**config.mk**
```make
export PLATFORM = sky130hd
export DESIGN_NAME = jtag_chain_config_flash_bridge
export DESIGN_NICKNAME = d
export VERILOG_FILES = /design/src/hw/cfg_bridge_pkg.sv /design/src/hw/flash_link_if.sv /design/src/hw/flash_shifter.sv /design/src/hw/jtag_chain_config_flash_bridge.sv
export VERILOG_INCLUDE_DIRS = /design/src /design/src/hw
export SDC_FILE = /design/constraint.sdc
export NUM_CORES = 1
export LEC_CHECK = 0
export BUFFER_PORTS_ARGS = -buffer_cell sky130_fd_sc_hd__buf_2
export CORE_ASPECT_RATIO = 1.25
export CORE_MARGIN = 2
export CORE_UTILIZATION = 35
export CTS_CLUSTER_DIAMETER = 150
export DETAILED_ROUTE_END_ITERATION = 12
export PLACE_DENSITY = 0.63
export SLEW_MARGIN = 20
export SYNTH_ARGS = -nofsm -noshare
export SYNTH_HDL_FRONTEND = slang
export SYNTH_HIERARCHICAL = 1
export SYNTH_SLANG_ARGS = --single-unit
```
**constraint.sdc**
```tcl
create_clock -name clk_sys -period 5.49 [get_ports clk_sys]
set_input_delay 0.549 -clock clk_sys [delete_from_list [all_inputs] [get_ports clk_sys]]
set_output_delay 0.549 -clock clk_sys [all_outputs]
set_load 0.1 [all_outputs]
```
**src/hw/cfg_bridge_regs.svh**
```systemverilog
/*
 * Constants of the configuration sequencer and flash bridge: boot scheme
 * codes, synchroniser slots and sequencing counts.
 * Assumes nothing; included by bare name from the design files.
 */
`ifndef CFG_BRIDGE_REGS_SVH
`define CFG_BRIDGE_REGS_SVH

// Boot scheme codes on boot_scheme_select
`define SCHEME_SERIAL_FLASH      2'h0
`define SCHEME_FAST_SERIAL_FLASH 2'h2

// Slots of the pin synchroniser vector
`define SYNC_WIDTH     10
`define SYNC_TCK       0
`define SYNC_TDI       1
`define SYNC_CHAIN_EN  2
`define SYNC_TP_ACTIVE 3
`define SYNC_TP_ERROR  4
`define SYNC_TP_DONE   5
`define SYNC_BRIDGE    6
`define SYNC_RECONFIG  7
`define SYNC_CONF_LINE 8
`define SYNC_MISO      9

// Bits read from flash during a serial-flash boot
`define BOOT_BITS      16'h0040
// Shifter phase count per flash bit (low, high, high)
`define BIT_PHASES     2'h3

`endif

```
**src/hw/cfg_bridge_pkg.sv**
```systemverilog
/*
 * Types of the configuration sequencer and flash bridge.
 * Assumes cfg_bridge_regs.svh for the widths it names.
 */
`include "cfg_bridge_regs.svh"

package cfg_bridge_pkg;

    // Sequencer states
    typedef enum logic [2:0] {
        ST_IDLE,
        ST_BOOT,
        ST_TP_CFG,
        ST_INIT,
        ST_USER,
        ST_ERROR
    } seq_state_t;

    // Bit shifter state
    typedef struct packed {
        logic [1:0] phase_q;
        logic       sclk_q;
        logic       mosi_q;
        logic       rx_q;
    } shift_state_t;

endpackage

```
**src/hw/flash_link_if.sv**
```systemverilog
/*
 * Link between the sequencer and its flash bit shifter.
 * Assumes both ends run on clk_sys.
 */
`timescale 1ns/100ps

interface flash_link_if;
    logic start;    // Pulse: shift one bit
    logic tx_bit;   // Bit to send with start
    logic miso_s;   // Synchronised flash data in
    logic busy;     // Shift in progress
    logic rx_bit;   // Last bit read from flash
    logic sclk;     // Flash serial clock
    logic mosi;     // Flash serial data out

    modport seq     (output start, output tx_bit, output miso_s,
                     input busy, input rx_bit, input sclk, input mosi);
    modport shifter (input start, input tx_bit, input miso_s,
                     output busy, output rx_bit, output sclk, output mosi);
endinterface

```
**src/hw/flash_shifter.sv**
```systemverilog
/*
 * One-bit flash shifter: sets data, raises the serial clock for two
 * cycles, samples flash data in as the clock falls.
 * Assumes start only while busy is low; miso_s already synchronised.
 */
`timescale 1ns/100ps

module flash_shifter
    import cfg_bridge_pkg::*;
(
    input wire logic clk_sys,
    input wire logic reset_n,
    flash_link_if.shifter link
);

    shift_state_t s_q;  // Registered state
    shift_state_t s_d;  // Next state

    ////////////////////////////////////////////////////////////////////
    // Next state
    always_comb begin
        s_d = s_q;
        if (link.start && s_q.phase_q == 2'h0) begin
            // Data set up while clock is low
            s_d.phase_q = `BIT_PHASES;
            s_d.mosi_q  = link.tx_bit;
            s_d.sclk_q  = 1'b0;
        end else if (s_q.phase_q != 2'h0) begin
            s_d.phase_q = s_q.phase_q - 2'h1;
            s_d.sclk_q  = (s_q.phase_q != 2'h1);
            // Capture just before the falling edge
            if (s_q.phase_q == 2'h1) begin
                s_d.rx_q = link.miso_s;
            end
        end
    end

    // Clock stays low between bits, so the flash sees an idle clock
    always_ff @(posedge clk_sys) begin
        if (!reset_n) begin
            s_q <= '0;
        end else begin
            s_q <= s_d;
        end
    end

    assign link.busy   = (s_q.phase_q != 2'h0);
    assign link.sclk   = s_q.sclk_q;
    assign link.mosi   = s_q.mosi_q;
    assign link.rx_bit = s_q.rx_q;

endmodule // flash_shifter

```
**src/hw/jtag_chain_config_flash_bridge.sv**
```systemverilog
/*
 * Configuration sequencer: chain enable handoff, boot arbitration between
 * test port and serial flash, and a test-port-to-flash bridge.
 * Assumes all pin inputs asynchronous to clk_sys; test port clock much
 * slower than clk_sys (at least four clk_sys periods per half cycle).
 */
//
// Overview of operation
// - Drive chain enable out low when configured
// - Chain enable in low starts own boot
// - Test port success also lowers chain out
// - Scheme 00 normal, 10 fast flash boot
// - Test port wins, aborts flash boot
// - No decompression during test port load
// - Bridge design enters user mode regardless
// - Bridge drives three flash pins, reads the fourth
// - Test port bits forwarded to flash
// - No self reconfiguration after flash write
// - Reconfiguration resets, discards bridge logic
// - Error pulls status line low
// - Success releases configuration complete line
`timescale 1ns/100ps
`include "cfg_bridge_regs.svh"

module jtag_chain_config_flash_bridge
    import cfg_bridge_pkg::*;
(
    input  wire logic       clk_sys,
    input  wire logic       reset_n,
    input  wire logic       tp_clock,                  // Test port clock pin
    input  wire logic       tp_data_in,                // Test port data in
    input  wire logic       tp_config_active,          // Test port load running
    input  wire logic       tp_config_error,           // Test port load failed
    input  wire logic       tp_config_done,            // Test port load finished
    input  wire logic       tp_reconfig_pulse,         // Reconfiguration instruction
    input  wire logic       bridge_loaded,             // Loaded design is the bridge
    input  wire logic       bridge_select,             // Host opens a flash transfer
    input  wire logic       chain_enable_in_low,
    input  wire logic [1:0] boot_scheme_select,
    input  wire logic       conf_line_in,              // Level seen on complete line
    input  wire logic       flash_serial_in,           // Data from flash
    output logic            tp_data_out,               // Flash data back to test port
    output logic            chain_enable_out_low,
    output logic            conf_line_out,
    output logic            conf_line_oe,
    output logic            error_line_out,
    output logic            error_line_oe,
    output logic            flash_serial_clock,
    output logic            flash_serial_out,
    output logic            flash_select_low,
    output logic            decompress_active,         // Decompressor in use
    output logic            user_mode
);

    // All state in one struct
    typedef struct packed {
        logic [`SYNC_WIDTH-1:0] meta_q;     // First sync stage
        logic [`SYNC_WIDTH-1:0] sync_q;     // Second sync stage
        logic                   tck_prev_q; // Test clock edge finder
        logic                   rcf_prev_q; // Reconfig edge finder
        seq_state_t             state_q;
        logic [15:0]            bits_q;     // Boot bit counter
        logic                   chain_out_q;
        logic                   conf_oe_q;
        logic                   err_oe_q;
        logic                   sel_low_q;
        logic                   tdo_q;
        logic                   start_q;
        logic                   tx_q;
    } top_state_t;

    top_state_t    s_q;        // Registered state
    top_state_t    s_d;        // Next state
    flash_link_if  link ();    // To the bit shifter
    logic [`SYNC_WIDTH-1:0] pins;    // Raw asynchronous inputs
    logic          tck_rise;   // Test clock rising edge
    logic          rcf_rise;   // Reconfig instruction edge
    logic          scheme_ok;  // Boot scheme is a flash boot

    ////////////////////////////////////////////////////////////////////
    // Pin gathering and edge finding, read only from the second stage
    always_comb begin
        pins                  = '0;
        pins[`SYNC_TCK]       = tp_clock;
        pins[`SYNC_TDI]       = tp_data_in;
        pins[`SYNC_CHAIN_EN]  = chain_enable_in_low;
        pins[`SYNC_TP_ACTIVE] = tp_config_active;
        pins[`SYNC_TP_ERROR]  = tp_config_error;
        pins[`SYNC_TP_DONE]   = tp_config_done;
        pins[`SYNC_BRIDGE]    = bridge_select;
        pins[`SYNC_RECONFIG]  = tp_reconfig_pulse;
        pins[`SYNC_CONF_LINE] = conf_line_in;
        pins[`SYNC_MISO]      = flash_serial_in;
    end

    assign tck_rise  = s_q.sync_q[`SYNC_TCK] && !s_q.tck_prev_q;
    assign rcf_rise  = s_q.sync_q[`SYNC_RECONFIG] && !s_q.rcf_prev_q;
    // Only the two flash boot codes start a boot
    assign scheme_ok = (boot_scheme_select == `SCHEME_SERIAL_FLASH) ||
                       (boot_scheme_select == `SCHEME_FAST_SERIAL_FLASH);

    ////////////////////////////////////////////////////////////////////
    // Sequencer next state
    always_comb begin
        s_d            = s_q;
        s_d.meta_q     = pins;
        s_d.sync_q     = s_q.meta_q;
        s_d.tck_prev_q = s_q.sync_q[`SYNC_TCK];
        s_d.rcf_prev_q = s_q.sync_q[`SYNC_RECONFIG];
        s_d.start_q    = 1'b0;
        case (s_q.state_q)
            ST_IDLE: begin
                // Test port load is taken even without chain enable
                if (s_q.sync_q[`SYNC_TP_ACTIVE]) begin
                    s_d.state_q = ST_TP_CFG;
                end else if (!s_q.sync_q[`SYNC_CHAIN_EN] && scheme_ok) begin
                    s_d.state_q   = ST_BOOT;
                    s_d.bits_q    = '0;
                    s_d.sel_low_q = 1'b0;
                end
            end
            ST_BOOT: begin
                if (s_q.sync_q[`SYNC_TP_ACTIVE]) begin
                    // Test port wins; select held until the bit on the wire ends
                    s_d.state_q   = ST_TP_CFG;
                end else if (s_q.bits_q == `BOOT_BITS) begin
                    if (!link.busy && !s_q.start_q) begin
                        s_d.state_q   = ST_INIT;
                        s_d.sel_low_q = 1'b1;
                    end
                end else if (!link.busy && !s_q.start_q) begin
                    s_d.start_q = 1'b1;
                    s_d.tx_q    = 1'b0;
                    s_d.bits_q  = s_q.bits_q + 16'h0001;
                end
            end
            ST_TP_CFG: begin
                // Image taken raw, no decompressor on this path
                s_d.sel_low_q = link.busy ? s_q.sel_low_q : 1'b1;
                if (s_q.sync_q[`SYNC_TP_ERROR]) begin
                    s_d.state_q  = ST_ERROR;
                    s_d.err_oe_q = 1'b1;
                end else if (s_q.sync_q[`SYNC_TP_DONE]) begin
                    s_d.state_q = ST_INIT;
                end
            end
            ST_INIT: begin
                s_d.conf_oe_q   = 1'b0;
                s_d.chain_out_q = 1'b0;
                // Bridge design does not wait for the shared line
                if (s_q.sync_q[`SYNC_CONF_LINE] || bridge_loaded) begin
                    s_d.state_q = ST_USER;
                end
            end
            ST_USER: begin
                // Only the instruction restarts; finishing a write does not
                if (rcf_rise) begin
                    s_d = '0;
                    s_d.meta_q    = pins;
                    s_d.sync_q    = s_q.meta_q;
                    s_d.state_q   = ST_IDLE;
                    s_d.chain_out_q = 1'b1;
                    s_d.conf_oe_q = 1'b1;
                    s_d.sel_low_q = 1'b1;
                end else if (bridge_loaded && s_q.sync_q[`SYNC_BRIDGE]) begin
                    s_d.sel_low_q = 1'b0;
                    // Each test clock rise carries one bit to flash
                    if (tck_rise && !link.busy) begin
                        s_d.start_q = 1'b1;
                        s_d.tx_q    = s_q.sync_q[`SYNC_TDI];
                        s_d.tdo_q   = link.rx_bit;
                    end
                end else begin
                    s_d.sel_low_q = (!link.busy && !s_q.start_q) ? 1'b1 : s_q.sel_low_q;
                end
            end
            ST_ERROR: begin
                // Stays in error until the host restarts the device
                if (rcf_rise) begin
                    s_d.state_q  = ST_IDLE;
                    s_d.err_oe_q = 1'b0;
                end
            end
            default: begin
                s_d.state_q = ST_IDLE;
            end
        endcase
    end

    // Register the whole state; chain enable syncs start inactive, no false boot
    always_ff @(posedge clk_sys) begin
        if (!reset_n) begin
            s_q             <= '0;
            s_q.state_q     <= ST_IDLE;
            s_q.chain_out_q <= 1'b1;
            s_q.conf_oe_q   <= 1'b1;
            s_q.sel_low_q   <= 1'b1;
            s_q.meta_q[`SYNC_CHAIN_EN] <= 1'b1;
            s_q.sync_q[`SYNC_CHAIN_EN] <= 1'b1;
        end else begin
            s_q <= s_d;
        end
    end

    ////////////////////////////////////////////////////////////////////
    // Bit shifter
    assign link.start  = s_q.start_q;
    assign link.tx_bit = s_q.tx_q;
    assign link.miso_s = s_q.sync_q[`SYNC_MISO];

    flash_shifter u_shifter (
        .clk_sys (clk_sys),
        .reset_n (reset_n),
        .link    (link)
    );

    // Outputs
    assign tp_data_out          = s_q.tdo_q;
    assign chain_enable_out_low = s_q.chain_out_q;
    assign conf_line_out        = 1'b0;
    assign conf_line_oe         = s_q.conf_oe_q;
    assign error_line_out       = 1'b0;
    assign error_line_oe        = s_q.err_oe_q;
    assign flash_serial_clock   = link.sclk;
    assign flash_serial_out     = link.mosi;
    assign flash_select_low     = s_q.sel_low_q;
    assign decompress_active    = (s_q.state_q == ST_BOOT);
    assign user_mode            = (s_q.state_q == ST_USER);
endmodule // jtag_chain_config_flash_bridge

```
After elaboration in Yosys (flattened, before gate mapping)
Cells that the tools add are included.

storage, ports and cells
  output and inout bits = 11
  input port bits = 15
  flip-flop bits (word level) = 53
  logic and storage cells = 120

cells by class
  bitwise logic cells = 2
  equality and inequality tests = 26
  add/sub/neg operators = 2
  reductions and logical operators = 35
  mux-type cells = 38

operators with widths
  cell                                                               number
  16-bit two-way mux                                                 4
  16-bit case mux with 3 select lines                                1
  3-bit two-way mux                                                  12
  24-bit two-way mux                                                 1
  19-bit two-way mux                                                 1
  3-bit case mux with 6 select lines                                 1
  16-bit by 1-bit adder with 16-bit output (second input constant)   1
  16-bit by 7-bit == test with 1-bit output (second input constant)  1
  2-bit != test (second input constant)                              8
  7-bit AND reduction                                                2
  3-bit by 1-bit != test with 1-bit output (second input constant)   4
  6-bit AND reduction                                                2
  2-bit nonzero test                                                 6
  1-bit two-way mux                                                  9
  2-bit two-way mux                                                  4
  2-bit by 1-bit != test with 1-bit output (second input constant)   4
  2-bit case mux with 2 select lines                                 2
  1-bit logical AND                                                  7
  3-bit by 2-bit == test with 1-bit output (second input constant)   2
  3-bit == test (second input constant)                              2
  3-bit != test (second input constant)                              2
  3-bit AND reduction                                                2
  3-bit nonzero test                                                 2
  1-bit zero test                                                    5
  15 further kinds                                                   18

Depth between registers and ports, before layout
  depth in word-level cells = 7
  mapped depth = 8
  depth with buffers taken out = 7

Hierarchy
The synthesis kept the hierarchy.

by module, submodules not included
  module                          area an instance (µm²)  seq. area each (µm²)  cells an instance  instances
  jtag_chain_config_flash_bridge  2,060.7                 940.9                 237                1
  flash_shifter                   197.7                   100.1                 19                 1

Least setup slack after synthesis
No wires, ideal clock.

  path type = in2reg
  start point = input boot_scheme_select[0]
  end point = register s_q[19] (netlist bit)
  stages = 5
  path buffers = 0
  slack = 3.425 ns
  arrival = 1.995 ns
  required time = 5.419 ns
  library setup time = 0.071 ns
  cell sequence = or4_4 -> a21boi_4 -> o22ai_4 -> or4_1 -> a21oi_1

on the way
  word-level cells in the longest chain between the ends = 5
  elaborated cells on any way between the ends = 6
  those cells by class = eq/ne: 2; reduce/logical: 4

RTL lines
  item                                                               line                                   text
  from (decl)                                                        jtag_chain_config_flash_bridge.sv:39   input wire logic [1:0] boot_scheme_select,
  2-bit == test (no line) / 2-bit zero test (equally long branches)  n/a
  1-bit logical OR (*)                                               jtag_chain_config_flash_bridge.sv:99   assign scheme_ok = (boot_scheme_select == `SCHEME_SERIAL_FLASH) ||
  1-bit logical AND (*)                                              jtag_chain_config_flash_bridge.sv:116  end else if (!s_q.sync_q[`SYNC_CHAIN_EN] && scheme_ok) begin
  2-bit != test (no line) (*)                                        n/a
  7-bit AND reduction (no line) (*)                                  n/a
  to (decl)                                                          jtag_chain_config_flash_bridge.sv:72   top_state_t s_q;

Mark *: on every way between the ends. The rest lies on a longest branch, timed or not.
A chain may end at the register's enable or synchronous reset.

Final worst setup path
  start point = register s_q[23] (netlist bit)
  end point = output decompress_active

on the way
  word-level cells in the longest chain between the ends = 1

RTL lines
  item                                      line                                   text
  3-bit by 1-bit == test with 1-bit output  jtag_chain_config_flash_bridge.sv:227  assign decompress_active = (s_q.state_q == ST_BOOT);
  to (decl)                                 jtag_chain_config_flash_bridge.sv:51   output logic decompress_active,

Every way passes these cells.

==> impl_results.md <==
* Status: completed
* Largest stage delay on the critical path at 650 ps
* Largest net degree at the start of global routing at 35
* Xor/xnor cell area share of the yosys netlist at 0.01939
* Synth Area in Compound Gates at 0.1706
* Mean area per synthesized cell at between 8 and 9 sq um
* Clock slew at reported path FFs at around 90 ps
* Die Y-Extent at 93.81 um
* Asr flop ratio synth at 0
* Area growth from synthesis to layout at 11.36%
* Synth Area in Simple Gates at 0.2881
* Adder-Cell Fraction of Synth Area at 0.01108
* First-pass GRT wire length at 7.217 mm
* Slew Limit Headroom at 0.6468
* H-tree depth at 2
* MaxCap Viol Count at 0
* PD cells at 377.8 mW/mm^2
* Main combinational cell family by area after synthesis: simple AND/OR/NAND/NOR gates
* Post-route ant nets at 0
* Placer Congestion at 0.8153
* Hold path cells at 1
* Hold crit path type: reg2reg
* Residual DRC count at 0
* CTS resizes at 0
* Vias in the first global route at 1616
* Final worst path period share at 0.4551
* Routed WL at 4.264 mm
* Fin. Hold Viols at 0
* Filler Cells Inserted at 633
* Clock period minus final worst setup slack at approximately 2500 ps
* Synth Cell Area at 0.002258 sq mm
* Clock buffer depth at 2
* Die ar. at 0.007115 sq mm
* Skew final at 5.761 ps
* R2r startpoint: s_q[7]$_SDFFE_PN0P_
* Vias after detailed routing at 1783
* CTS tree: yes
* Gr ovfl total at 0
* Worst R2R End: s_q[13]$_SDFFE_PN0P_
* Antenna violations before repair at 0
* Startpoint types: flip-flop
* Register area share after synthesis at 0.4609
* Worst reg-to-reg setup slack at around 3100 ps
* Ys Warns at 6
* TritonCTS Buffers at 5
* Worst reg2reg path depth at 7
* Final setup TNS at 0 ps
* Share of cells above drive strength 1 at 0.1350
* Largest cells by area after synthesis: dfxtp_1 46%, and2_1 5.5%, nor2_1 5.0%
* Crit path max fanout at 17
* Total GRT Usage at 0.1293
* Crit Path Class: reg2out
* WP data required at 4940 ps
* HPWL after DPL at around 3 mm
* RSZ-0062 raised after global routing: false
* CP Data Arrival Time at 1950 ps
* # setup viols final at 0
* Critical path, cell by cell: nand2_1 > inv_1 > buf_2
* Clk root buf: clkbuf_8
* CTS sink count at 52
* Area leader, netlist: dfxtp_1
* Synth cell types at 53
* Final nets at 290
* Synth top area share at 0.4609
* Setup crit end kind: primary output
* Skew-Pair Late Insertion Delay at about 300 ps
* FP Rows at 32
* Leakage power at 0.9250 nW
* Die X at 75.85 um
* Crit path capture: decompress_active
* Iteration-0 DRC Markers at 84
* Crit. Startpoint: s_q[23]$_SDFFE_PN0P_
* Inserted Diodes at 0
* Peak supply drop at about 0.29 mV
* Slowest CP cell: dfxtp_1
* IO Count at 26
* Core Box Area at 0.006206 sq mm
* Vias per std cell at between 4 and 5
* Post-Synthesis Cells at 256
* CTS Hold Buffers Added at 0
* Multiplexer share of the synthesized area at 0.009418
* Initial core utilization at 0.3639
* DR pass1 iterations at 4
* PortBufs at 22
* Postcts setup bufs at 0
* Post-synth EDFFs at 0
* Post-route cell area at roughly 0.0025 sq mm
* Predominant post-synthesis flop cell: dfxtp_1
* Area after DPL at between 0.002 and 0.0025 sq mm
* Slew @ Worst Pin at 522.4 ps
* Max Freq at 400.3 MHz
* Avg WL per Cell at 11.88 um
* Final Max Slew Viols at 0
* #FFs+latches synth at 52
## flip-flops by register name (all words and copies together), names as in the netlist
register / cells
chain_enable_out_low: 1
link.miso_s: 1
u_shifter/link.mosi: 1
link.start: 1
tp_data_out: 1
link.tx_bit: 1
s_q: 40
u_shifter/link.rx_bit: 1
error_line_oe: 1
u_shifter/s_q: 2
flash_select_low: 1
u_shifter/link.sclk: 1
## placed cells by master, fill, tap and decap left out, drive strengths merged, types with 2 or more instances in the layout
cell / synthesis / routed
nor3: 6 / 6
o21a: 2 / 2
nand2: 17 / 17
nor2: 30 / 30
conb: 1 / 2
nor2b: 5 / 5
nand2b: 5 / 5
inv: 7 / 7
o22ai: 2 / 2
buf: 4 / 22
nand4: 3 / 3
o31ai: 5 / 5
dfxtp: 52 / 52
xor2: 3 / 3
and3: 2 / 2
clkinvlp: 0 / 2
ha: 2 / 2
nor3b: 7 / 7
nand3: 7 / 7
xnor2: 2 / 2
or3: 2 / 2
or4: 6 / 6
o2111ai: 2 / 2
nor4: 4 / 4
o21ai: 10 / 10
and2: 20 / 20
a211oi: 3 / 3
a21oi: 18 / 18
clkbuf: 9 / 6
## per-layer routing
| layer | track usage | wire length (um) | up-vias |
|---|---|---|---|
| met5 | 0 | 0 | - |
| met4 | 0.05117 | 44 | 0 |
| met3 | 0.02790 | 129 | 5 |
| met2 | 0.2205 | 2120 | 27 |
| met1 | 0.1533 | 1970 | 815 |
| li1 | - | - | 936 |
## Yosys cell counts, types with 2 or more instances
| cell type | count |
|---|---|
| dfxtp_1 | 52 |
| nor2_1 | 30 |
| and2_1 | 20 |
| a21oi_1 | 18 |
| nand2_1 | 17 |
| o21ai_0 | 10 |
| clkbuf_1 | 9 |
| inv_1 | 7 |
| nand3_1 | 7 |
| nor3_1 | 6 |
| nor3b_1 | 6 |
| nand2b_1 | 5 |
| o31ai_1 | 5 |
| or4_1 | 5 |
| nor2b_1 | 4 |
| nor4_1 | 4 |
| a211oi_1 | 3 |
| buf_4 | 3 |
| nand4_1 | 3 |
| xor2_1 | 3 |
| and3_1 | 2 |
| ha_1 | 2 |
| o2111ai_1 | 2 |
| o21a_1 | 2 |
| or3_1 | 2 |
| xnor2_1 | 2 |
## worst min path at each step
stage	startpoint	endpoint	slack, ps
floorplan	s_q[40]$_SDFF_PN1_	s_q[30]$_SDFF_PN1_	390
global placement	s_q[40]$_SDFF_PN1_	s_q[30]$_SDFF_PN1_	390
detailed placement	s_q[40]$_SDFF_PN1_	s_q[30]$_SDFF_PN1_	400
CTS	chain_enable_in_low	s_q[40]$_SDFF_PN1_	410
global route	chain_enable_in_low	s_q[40]$_SDFF_PN1_	420
finish	s_q[40]$_SDFF_PN1_	s_q[30]$_SDFF_PN1_	410
## stage by stage
stage	hold slack (ps)	power, mW	util	instances	setup slack (ps)
2_1_floorplan	386.3	0.6862	-	257	3425
3_3_place_gp	388.5	0.7299	0.3895	351	3136
3_5_place_dp	396.4	0.7335	0.3895	351	3104
4_1_cts	409.5	0.9597	0.4052	359	3008
5_1_grt	423.1	1.004	0.4052	359	2857
6_report	414.8	0.9503	0.4052	359	2992
## power by group
part	switching (mW)	total (mW)	internal (mW)
registers	0.0434	0.447	0.404
clock network	0.124	0.227	0.102
logic	0.186	0.277	0.0912
total	0.353	0.950	0.597
## area by class of cell
cell class / instances / area (sq um) / share of cell area
sequential: 52 / 1041 / 0.4139
timing repair buffer: 22 / 110.1 / 0.04378
inverter: 7 / 26.28 / 0.01045
clock buffer: 6 / 82.58 / 0.03284
tap: 85 / 106.4 / 0.04229
clock inverter: 2 / 15.01 / 0.005970
multi-input combinational: 185 / 1134 / 0.4507
## critical path: cells and delay by family (launching register included)
kind                   cells  cell delay, ps
buffers and inverters      2             700
AND/OR/NAND/NOR            1             290
flip-flops                 1             650
## logic make-up after synthesis
kind of cell | after synthesis
AOI/OAI and AO/OA | 55
xor gates and xnor gates | 5
adders and majority gates | 2
buffers and inverters | 20
DFF | 52
muxes | 2
other | 1
and+or+nand+nor | 119
No activity file was read; power rests on OpenSTA's default activity.
